File: src/verilog/sar_adc_consts.svh
// Register offsets, field positions, widths and reset values of the converter controller.
`ifndef SAR_ADC_CONSTS_SVH
`define SAR_ADC_CONSTS_SVH

// ==========================================================
// Register offsets
`define OFF_CONVERSION_RESULT 4'h0
`define OFF_CONVERTER_STATE 4'h4
`define OFF_CONVERTER_CONTROL 4'h8
`define OFF_POWERUP_START_DELAY 4'hc

// ==========================================================
// Field layout
`define RESULT_WIDTH 10
`define CHAN_WIDTH 3
`define DELAY_WIDTH 6
`define CTRL_CHAN_LSB 0
`define CTRL_POWER_BIT 3
`define CTRL_INT_EN_BIT 5
`define CTRL_DONE_BIT 6
`define STATE_BUSY_BIT 0

// ==========================================================
// Reset values and timing
`define RESET_RESULT 10'h000
`define RESET_CHAN 3'h0
`define RESET_DELAY 6'h00
`define START_EXTRA_CYCLES 7'h02

`endif

File: src/verilog/sar_adc_pkg.sv
// Types shared by the converter controller files.
package sar_adc_pkg;

    // ==========================================================
    // Sequencer states
    typedef enum logic [2:0] {
        SEQ_IDLE = 3'b001,
        SEQ_WAIT = 3'b010,
        SEQ_BUSY = 3'b100
    } seq_state_t;

    // ==========================================================
    // Signals driven toward the analog converter macro
    typedef struct packed {
        logic power;
        logic start;
        logic [2:0] channel_code;
    } conv_drive_t;

endpackage

File: src/verilog/level_sync.sv
// Two-stage synchroniser for levels arriving from the converter macro.
`timescale 1ns/1ns
`default_nettype none

module level_sync #(
    parameter int WIDTH = 1
) (
    input wire logic clk,
    input wire logic rst,
    input wire logic [WIDTH-1:0] async_in,
    output logic [WIDTH-1:0] sync_out
);

    logic [WIDTH-1:0] stage1;
    logic [WIDTH-1:0] next_stage1;
    logic [WIDTH-1:0] next_sync_out;

    always_comb begin
        next_stage1 = async_in;
        next_sync_out = stage1;
    end

    always_ff @(posedge clk or posedge rst) begin
        if (rst) begin
            stage1 <= '0;
            sync_out <= '0;
        end else begin
            stage1 <= next_stage1;
            sync_out <= next_sync_out;
        end
    end

endmodule

`default_nettype wire

File: src/verilog/sar_adc_controller.sv
// Single-sample sequencer and APB register file for a six-input 10-bit converter.
`timescale 1ns/1ns
`default_nettype none
`include "sar_adc_consts.svh"

module sar_adc_controller (
    input wire logic clk,
    input wire logic rst,
    input wire logic psel,
    input wire logic penable,
    input wire logic pwrite,
    input wire logic [3:0] paddr,
    input wire logic [31:0] pwdata,
    output logic [31:0] prdata,
    output logic pready,
    output logic pslverr,
    output sar_adc_pkg::conv_drive_t conv_out,
    input wire logic conv_eoc,
    input wire logic [9:0] conv_data,
    output logic irq
);

    // ==========================================================
    // Converter inputs
    // The data word is synchronised alongside the strobe so both arrive in the same cycle.
    logic [10:0] eoc_data_s;
    logic eoc_prev;
    logic eoc_rise;

    level_sync #(
        .WIDTH(11)
    ) u_sync (
        .clk(clk),
        .rst(rst),
        .async_in({conv_eoc, conv_data}),
        .sync_out(eoc_data_s)
    );

    assign eoc_rise = eoc_data_s[10] & ~eoc_prev;

    // ==========================================================
    // Register file and sequencer state
    sar_adc_pkg::seq_state_t state;
    sar_adc_pkg::seq_state_t next_state;
    sar_adc_pkg::conv_drive_t next_conv_out;
    logic [9:0] result;
    logic [9:0] next_result;
    logic [5:0] delay;
    logic [5:0] next_delay;
    logic [6:0] cnt;
    logic [6:0] next_cnt;
    logic int_en;
    logic next_int_en;
    logic done;
    logic next_done;
    logic next_irq;
    logic [31:0] next_prdata;
    logic next_pready;
    logic next_pslverr;
    logic setup;
    logic wr;
    logic in_progress;

    function automatic logic mapped(input logic [3:0] addr);
        mapped = (addr == `OFF_CONVERSION_RESULT) || (addr == `OFF_CONVERTER_STATE) ||
                 (addr == `OFF_CONVERTER_CONTROL) || (addr == `OFF_POWERUP_START_DELAY);
    endfunction

    assign setup = psel & ~penable;
    assign wr = psel & penable & pready & pwrite;
    assign in_progress = (state != sar_adc_pkg::SEQ_IDLE);

    always_comb begin
        next_state = state;
        next_conv_out = conv_out;
        next_conv_out.start = 1'b0;
        next_result = result;
        next_delay = delay;
        next_cnt = cnt;
        next_int_en = int_en;
        next_done = done;
        next_prdata = 32'h0000_0000;
        next_pready = setup;
        next_pslverr = setup & ~mapped(paddr);

        // One wait-free access: data and ready are registered in the setup cycle.
        if (setup && !pwrite) begin
            unique case (paddr)
                `OFF_CONVERSION_RESULT: next_prdata = {22'h000000, result};
                `OFF_CONVERTER_STATE: next_prdata = {31'h00000000, in_progress};
                `OFF_CONVERTER_CONTROL: next_prdata = {25'h0000000, done, int_en, 1'b0,
                                                       conv_out.power, conv_out.channel_code};
                `OFF_POWERUP_START_DELAY: next_prdata = {26'h0000000, delay};
                default: next_prdata = 32'h0000_0000;
            endcase
        end

        if (wr && paddr == `OFF_CONVERTER_CONTROL) begin
            next_conv_out.channel_code = pwdata[`CTRL_CHAN_LSB +: `CHAN_WIDTH];
            next_int_en = pwdata[`CTRL_INT_EN_BIT];
            if (!pwdata[`CTRL_DONE_BIT]) begin
                next_done = 1'b0;
            end
            // power control, a rising write restarts the sequence
            next_conv_out.power = pwdata[`CTRL_POWER_BIT];
            if (!pwdata[`CTRL_POWER_BIT]) begin
                next_state = sar_adc_pkg::SEQ_IDLE;
            end else if (!conv_out.power) begin
                next_state = sar_adc_pkg::SEQ_WAIT;
                next_cnt = 7'h00;
            end
        end
        if (wr && paddr == `OFF_POWERUP_START_DELAY) begin
            next_delay = pwdata[`DELAY_WIDTH-1:0];
        end

        if (!(wr && paddr == `OFF_CONVERTER_CONTROL)) begin
            unique case (state)
                sar_adc_pkg::SEQ_IDLE: begin
                end
                sar_adc_pkg::SEQ_WAIT: begin
                    next_cnt = cnt + 7'h01;
                    // start lands delay plus two cycles after power-up
                    if (cnt == {1'b0, delay} + `START_EXTRA_CYCLES - 7'h01) begin
                        next_conv_out.start = 1'b1;
                        next_state = sar_adc_pkg::SEQ_BUSY;
                    end
                end
                sar_adc_pkg::SEQ_BUSY: begin
                    if (eoc_rise) begin
                        next_state = sar_adc_pkg::SEQ_IDLE;
                    end
                end
                default: next_state = sar_adc_pkg::SEQ_IDLE;
            endcase
        end

        // capture converter data at the end of conversion
        // The capture also ends the busy phase, so a control write in this cycle cannot strand the sequencer.
        if (eoc_rise && state == sar_adc_pkg::SEQ_BUSY) begin
            next_result = eoc_data_s[9:0];
            next_state = sar_adc_pkg::SEQ_IDLE;
            // the set wins over a clearing write in the same cycle
            next_done = 1'b1;
        end

        // level interrupt from done and enable
        next_irq = next_done & next_int_en;
    end

    always_ff @(posedge clk or posedge rst) begin
        if (rst) begin
            state <= sar_adc_pkg::SEQ_IDLE;
            conv_out <= '0;
            result <= `RESET_RESULT;
            delay <= `RESET_DELAY;
            cnt <= 7'h00;
            int_en <= 1'b0;
            done <= 1'b0;
            irq <= 1'b0;
            prdata <= 32'h0000_0000;
            pready <= 1'b0;
            pslverr <= 1'b0;
            eoc_prev <= 1'b0;
        end else begin
            state <= next_state;
            conv_out <= next_conv_out;
            result <= next_result;
            delay <= next_delay;
            cnt <= next_cnt;
            int_en <= next_int_en;
            done <= next_done;
            irq <= next_irq;
            prdata <= next_prdata;
            pready <= next_pready;
            pslverr <= next_pslverr;
            eoc_prev <= eoc_data_s[10];
        end
    end

    // ==========================================================
    // Checks
    // Cycles since power came up, saturating, used only by the delay check.
    logic [6:0] pu_cnt;

    always_ff @(posedge clk or posedge rst) begin
        if (rst) begin
            pu_cnt <= 7'h00;
        end else if (!conv_out.power) begin
            pu_cnt <= 7'h00;
        end else if (pu_cnt != 7'h7f) begin
            pu_cnt <= pu_cnt + 7'h01;
        end
    end

    a_result_upper_zero: assert property (@(posedge clk) disable iff (rst)
        pready && !pwrite && paddr == `OFF_CONVERSION_RESULT |-> prdata[31:10] == 22'h000000)
        else $error("result upper bits not zero");
    a_capture_data: assert property (@(posedge clk) disable iff (rst)
        eoc_rise && state == sar_adc_pkg::SEQ_BUSY |=> result == $past(eoc_data_s[9:0]))
        else $error("result not captured at end strobe");
    a_status_busy: assert property (@(posedge clk) disable iff (rst)
        conv_out.start |-> in_progress ##1 (in_progress || $past(eoc_rise) || !conv_out.power))
        else $error("status not busy around start");
    a_done_set: assert property (@(posedge clk) disable iff (rst)
        eoc_rise && state == sar_adc_pkg::SEQ_BUSY |=> done ##1 irq == int_en)
        else $error("done flag not set at end");
    a_irq_level: assert property (@(posedge clk) disable iff (rst)
        1'b1 |-> irq == (done && int_en))
        else $error("interrupt without done flag");
    a_power_gate_start: assert property (@(posedge clk) disable iff (rst)
        conv_out.start |-> conv_out.power && $past(conv_out.power))
        else $error("start while powered down");
    a_start_delay: assert property (@(posedge clk) disable iff (rst)
        $rose(conv_out.start) |-> pu_cnt == {1'b0, delay} + `START_EXTRA_CYCLES)
        else $error("start delay wrong");
    a_start_pulse: assert property (@(posedge clk) disable iff (rst)
        conv_out.start |=> !conv_out.start [*2])
        else $error("start longer than one cycle");
    a_int_enable: assert property (@(posedge clk) disable iff (rst)
        !int_en && !$past(int_en) |-> !irq)
        else $error("interrupt while disabled");

endmodule

`default_nettype wire

File: config.mk
export PLATFORM = sky130hd
export DESIGN_NAME = sar_adc_controller
export DESIGN_NICKNAME = d
export VERILOG_FILES = /design/src/verilog/sar_adc_pkg.sv /design/src/verilog/level_sync.sv /design/src/verilog/sar_adc_controller.sv
export VERILOG_INCLUDE_DIRS = /design/src /design/src/verilog
export SDC_FILE = /design/constraint.sdc
export NUM_CORES = 1
export LEC_CHECK = 0
export ABC_AREA = 0
export BUFFER_PORTS_ARGS = -buffer_cell sky130_fd_sc_hd__buf_2
export CORE_ASPECT_RATIO = 1.5
export CORE_MARGIN = 5
export CORE_UTILIZATION = 48
export DETAILED_ROUTE_END_ITERATION = 8
export PLACE_DENSITY = 0.75
export SLEW_MARGIN = 20
export SYNTH_ARGS = -nofsm -noshare
export SYNTH_HDL_FRONTEND = slang
export SYNTH_HIERARCHICAL = 1
export SYNTH_SLANG_ARGS = --single-unit
File: constraint.sdc
create_clock -name clk -period 2.9 [get_ports clk]
set_clock_uncertainty 0.15 [all_clocks]
set_input_delay 0.145 -clock clk [delete_from_list [all_inputs] [get_ports clk]]
set_output_delay 0.145 -clock clk [all_outputs]
set_load 0.01 [all_outputs]
Word-level counts from Yosys, hierarchy flattened
Index checks and enable logic that the tools add are counted.
{"block": "word_totals", "reg_bits": 91, "input_bits": 52, "output_inout_bits": 40, "elab_cells": 68}
{"block": "classes", "add_sub_neg": 3, "n_eq_ne": 8, "mux": 22, "n_bitwise": 10, "reduce_logical": 9}
{"op": "$pmux 10 s4", "count": 1}
{"op": "$mux 7", "count": 5}
{"op": "$mux 3", "count": 7}
{"op": "$mux 10", "count": 1}
{"op": "$pmux 3 s3", "count": 1}
{"op": "$eq 4x4->1 const B", "count": 2}
{"op": "$add 6x2->7 const B", "count": 1}
{"op": "$add 7x1->7 const B", "count": 1}
{"op": "$and 1x1->1", "count": 7}
{"op": "$eq 7x7->1", "count": 1}
{"op": "$mux 1", "count": 7}
{"op": "$sub 7x1->7 const B", "count": 1}
{"op": "$eq 4x3->1 const B", "count": 1}
{"op": "$logic_and 1x1->1", "count": 4}
{"op": "$logic_not 4->1", "count": 1}
{"op": "$eq 3x1->1 const B", "count": 1}
{"op": "$eq 3x2->1 const B", "count": 1}
{"op": "$eq 3x3->1 const B", "count": 1}
{"op": "$logic_or 1x1->1", "count": 3}
{"op": "$ne 3x1->1 const B", "count": 1}
{"op": "$not 1->1", "count": 3}
{"op": "$logic_not 1->1", "count": 1}

Logic depth before layout (Yosys ltp)
{"block": "depth", "depth_word": 9, "ltp_mapped": 7, "ltp_nobuf": 6}

Cells and area by module
Netlist, hierarchy kept.
{"module": "sar_adc_controller", "instances": 1, "cells_each": 247, "area_per_inst_um2": 2481.1, "seq_area_each_um2": 1177.4}
{"module": "level_sync", "instances": 1, "cells_each": 23, "area_per_inst_um2": 554.3, "seq_area_each_um2": 550.5}

Worst setup path before layout
No wires, ideal clock.
{"block": "synth_path", "kind": "register to register", "startpoint": "register delay[0]", "endpoint": "register state[1]", "setup_time_ps": 127, "arrival_ps": 1645, "required_time_ps": 2623, "slack_ps": 978, "stages_incl_launch_ff": 7, "n_path_buf": 0, "period_less_slack_ps": 1922, "path_cell_list": "dfrtp_1 ha_1 xnor2_1 nand3_1 a2111oi_0 o2111a_1 a211oi_2"}
{"block": "synth_via", "elab_chain_len": 7}
{"element": "from (decl)", "line_no": "sar_adc_controller.sv:48", "rtl": "logic [5:0] delay;"}
{"element": "from (signal assigned)", "line_no": "sar_adc_controller.sv:156", "rtl": "delay <= `RESET_DELAY;"}
{"element": "from (signal assigned)", "line_no": "sar_adc_controller.sv:169", "rtl": "delay <= next_delay;"}
{"element": "$add 6x2->7 (no source line)"}
{"element": "$sub 7x1->7", "line_no": "sar_adc_controller.sv:124", "rtl": "if (cnt == {1'b0, delay} + `START_EXTRA_CYCLES - 7'h01) begin"}
{"element": "$eq 7x7->1", "line_no": "sar_adc_controller.sv:124"}
{"element": "$mux 3", "line_no": "sar_adc_controller.sv:124"}
{"element": "$pmux 3 s3", "line_no": "sar_adc_controller.sv:118", "rtl": "unique case (state)"}
{"element": "$mux 3", "line_no": "sar_adc_controller.sv:117", "rtl": "if (!(wr && paddr == `OFF_CONVERTER_CONTROL)) begin"}
{"element": "$mux 3", "line_no": "sar_adc_controller.sv:140", "rtl": "if (eoc_rise && state == sar_adc_pkg::SEQ_BUSY) begin"}
{"element": "via next_state[1]", "line_no": "sar_adc_controller.sv:44", "rtl": "sar_adc_pkg::seq_state_t next_state;"}
{"element": "to (signal assigned)", "line_no": "sar_adc_controller.sv:153", "rtl": "state <= sar_adc_pkg::SEQ_IDLE;"}
{"element": "to (signal assigned)", "line_no": "sar_adc_controller.sv:166", "rtl": "state <= next_state;"}
{"element": "to (decl)", "line_no": "sar_adc_controller.sv:43", "rtl": "sar_adc_pkg::seq_state_t state;"}
The timed path passes the listed nets, and every way through them passes these cells.
A chain may end at the register's enable or synchronous reset.

Final worst setup path
Ends and elaborated chain as after synthesis.

==> results.yml <==
run_status:
  status: "complete, no violations"
power_and_ir_drop:
  p_leak_nw: 1.785
  seq_power_share: 0.504
  p_int_mw: 1.536
  clock_power_share: 0.429
  power_density_nw_per_um2: 551.4
  p_switching_uw: 469.3
  p_sw_frac: 0.2341
  power_mw: 2.005
  combPwrFrac: 0.067
  irDropWorstVdd_v: 0.0007191
floorplan:
  num_rows: 35
  core_area_um2: 6175
  start_util: 0.4916
  dieArea_um2: 8047
  io_pins: 92
  die_width_um: 74.93
  die_h_um: 107.4
cells_and_area:
  multi_input_area_um2: 1126
  layout.nets: 389
  drive_above_1_share: 0.2500
  area.growth.synth_to_final_pct: 19.79
  nFillCells: 512
  regArea_um2: 1728
  n_antenna_cell: 0
global_route:
  grt_usage: 0.1667
  grt_pass1_wl_um: 10140
  grt_max_degree: 48
  grt_pass1_vias: 2201
  grt.overflow.total: 0
  grt_antenna_before_repair: 0
logic_synthesis:
  synth_edf_count: 0
  syn_inst: 270
  ys_ff_latch: 69
  synthDistinctLibCells: 46
  yosysWarnings: 6
  syn_area_per_cell_um2: 11.24
  synth_area_um2: 3035
  synth_ff_type: "dfrtp_1"
  synth_area_leaders: "dfrtp_1 (56%), buf_4 (5.7%), mux2_2 (5.6%)"
  netlist.area_leader.share: 0.5606
  yosysSeqAreaShare: 0.5692
  async_reset_ff_frac: 1.000
  synth_largest_area_cell: "dfrtp_1"
place:
  dp_hpwl_um: 4127
  place.gp.congestion: 0.8137
  dp_slack_ns: 0.6903
  portBuffers: 44
route:
  num_vias: 2108
  dr.pass1.iters: 4
  drtIter0Drc: 75
  drtAntennaViolNets: 0
  wire_per_inst_um: 14.15
  drt-vias-per-instance: 5.092
  routed_wl_um: 5857
  post-route-drc-count: 0
clocking:
  cts_max_level: 3
  cts_buffers: 9
  clk_path_buf_depth: 2
  clkSlewWorstSetupHoldPaths_ns: 0.08
  cts-root-buf: "clkbuf_8"
  worstSkewPairLatency_ns: 0.34
  post_cts_buffers: 0
  cts.sinks: 69
  cts_tree: "yes"
sta:
  fmax_mhz: 450.6
  hold_viol: 0
  hold-worst-slack_ns: 0.02584
  worst_pin_slew_ns: 0.7801
  worst_slack_ns: 0.6808
  finalSetupViolations: 0
  timing.final.crit_share: 0.7652
  maxSlewHeadroom: 0.4793
  min_period_ns: 2.219
  rsz0062_at_grt: "no"
  fin_setup_tns_ns: 0
  finalMaxSlewViolations: 0
min_path:
  holdCritPathClass: "in2reg"
  hold_start: "penable"
  hold_path_end: "pready"
  min_path_cells: 3
worst_setup_path:
  critPathLaunch: "delay[0]"
  cp.arrival_ns: 2.29
  end_kind: "flip-flop"
  r2r_end: "state[1]"
  worstPathRequired_ns: 2.97
  startpoint_type: "flip-flop"
  path_class: "reg2reg"
  worst-r2r-setup-slack_ns: 0.68
  worstPathMaxFanout: 6
  reg2reg_depth: 6
  r2r-start: "delay[0]"
flow_run:
  cap_violations: 0
-- per-layer routing --
layer | GRT usage | routed length (um) | vias up
met5 | 0 | 0 | -
met4 | 0.09924 | 217 | 0
met3 | 0.03738 | 323 | 21
met2 | 0.2768 | 3146 | 63
met1 | 0.1898 | 2169 | 1012
li1 | - | - | 1012
-- synthesized netlist by cell type, types with 3 or more instances --
cell	n
nand2b_1	6
xnor2_1	6
clkbuf_1	6
dfrtp_1	68
nand3_1	8
a31oi_1	5
and2_1	4
mux2i_1	6
buf_4	23
nand2_1	27
a21oi_1	6
mux2_2	15
nand4_1	8
o21ai_0	9
buf_6	3
inv_1	7
nor2_1	21
and3_1	4
nor3_1	5
xor2_1	4
-- stage by stage --
step           instances  cell area [um^2]    util
6_report             414              3636  0.5889
4_1_cts              414              3635  0.5887
3_5_place_dp         376              3193  0.5171
5_1_grt              414              3636  0.5889
3_3_place_gp         376              3193  0.5171
2_1_floorplan        291              3114       -
-- critical path, cell delays in order (launching register included) --
cell	delay, ns
dfrtp_1	0.45
ha_1	0.33
xnor2_1	0.15
nand3_1	0.09
a2111oi_0	0.49
o2111a_1	0.35
a211oi_2	0.08
-- final cells by class --
| cell class | instances | share of cell area |
|---|---|---|
| sequential | 69 | 0.4752 |
| multi-input combinational | 182 | 0.3097 |
| timing repair buffer | 66 | 0.1211 |
| clock buffer | 9 | 0.03407 |
| clock inverter | 7 | 0.02684 |
| tap | 74 | 0.02546 |
| inverter | 7 | 0.007571 |
-- worst max path at each step --
| stage | end | slack (ns) |
|---|---|---|
| 4_1_cts | state[1] | 0.68 |
| 2_1_floorplan | state[1] | 0.98 |
| 5_1_grt | state[2] | 0.53 |
| 3_3_place_gp | state[1] | 0.75 |
| 3_5_place_dp | state[1] | 0.69 |
| 6_report | state[1] | 0.68 |
-- what timing repair did --
| action | 4_1_cts | 5_1_grt |
|---|---|---|
| gates resized for setup | 0 | 0 |
| hold buffers | 22 | 0 |
| endpoints found under the hold margin | 93 | 0 |
-- cell usage in the layout, fill, tap and decap left out, drive strengths merged, types with 2 or more instances in the layout --
cell / instances
a21oi: 6
a31oi: 5
and2: 5
and3: 4
buf: 44
bufinv: 2
clkbuf: 9
clkinv: 2
clkinvlp: 2
conb: 22
dfrtp: 68
dlygate4sd3: 22
ha: 2
inv: 8
mux2: 15
mux2i: 6
nand2: 27
nand2b: 6
nand3: 8
nand4: 8
nor2: 23
nor3: 5
nor4: 2
o2111a: 2
o211ai: 2
o21ai: 11
xnor2: 6
xor2: 4
-- power by group through the flow --
stage | registers, mW | clock network [mW] | logic, mW
floorplan | 1.02 | 0 | 0.0989
global route | 1.01 | 0.928 | 0.151
detailed placement | 1.03 | 0 | 0.110
finish | 1.01 | 0.861 | 0.134
global placement | 1.03 | 0 | 0.108
CTS | 1.01 | 0.879 | 0.134
-- logic make-up after synthesis --
kind of cell / Yosys count / share of synthesized area
and+or+nand+nor: 94 / 0.1575
DFF: 69 / 0.5693
buffers and inverters: 40 / 0.08574
AOI/OAI and AO/OA: 33 / 0.07379
muxes: 21 / 0.07543
xor gates and xnor gates: 10 / 0.02885
adders and majority gates: 2 / 0.008243
other: 1 / 0.001235
-- registers in the layout, indices dropped and copies added (netlist names) --
register	count
delay	6
result	10
int_en	1
conv_out	5
prdata	10
eoc_prev	1
state	3
irq	1
done	1
u_sync/sync_out	11
cnt	7
pready	1
u_sync/next_sync_out	11
pslverr	1
Power figures use the tool's default switching activity.
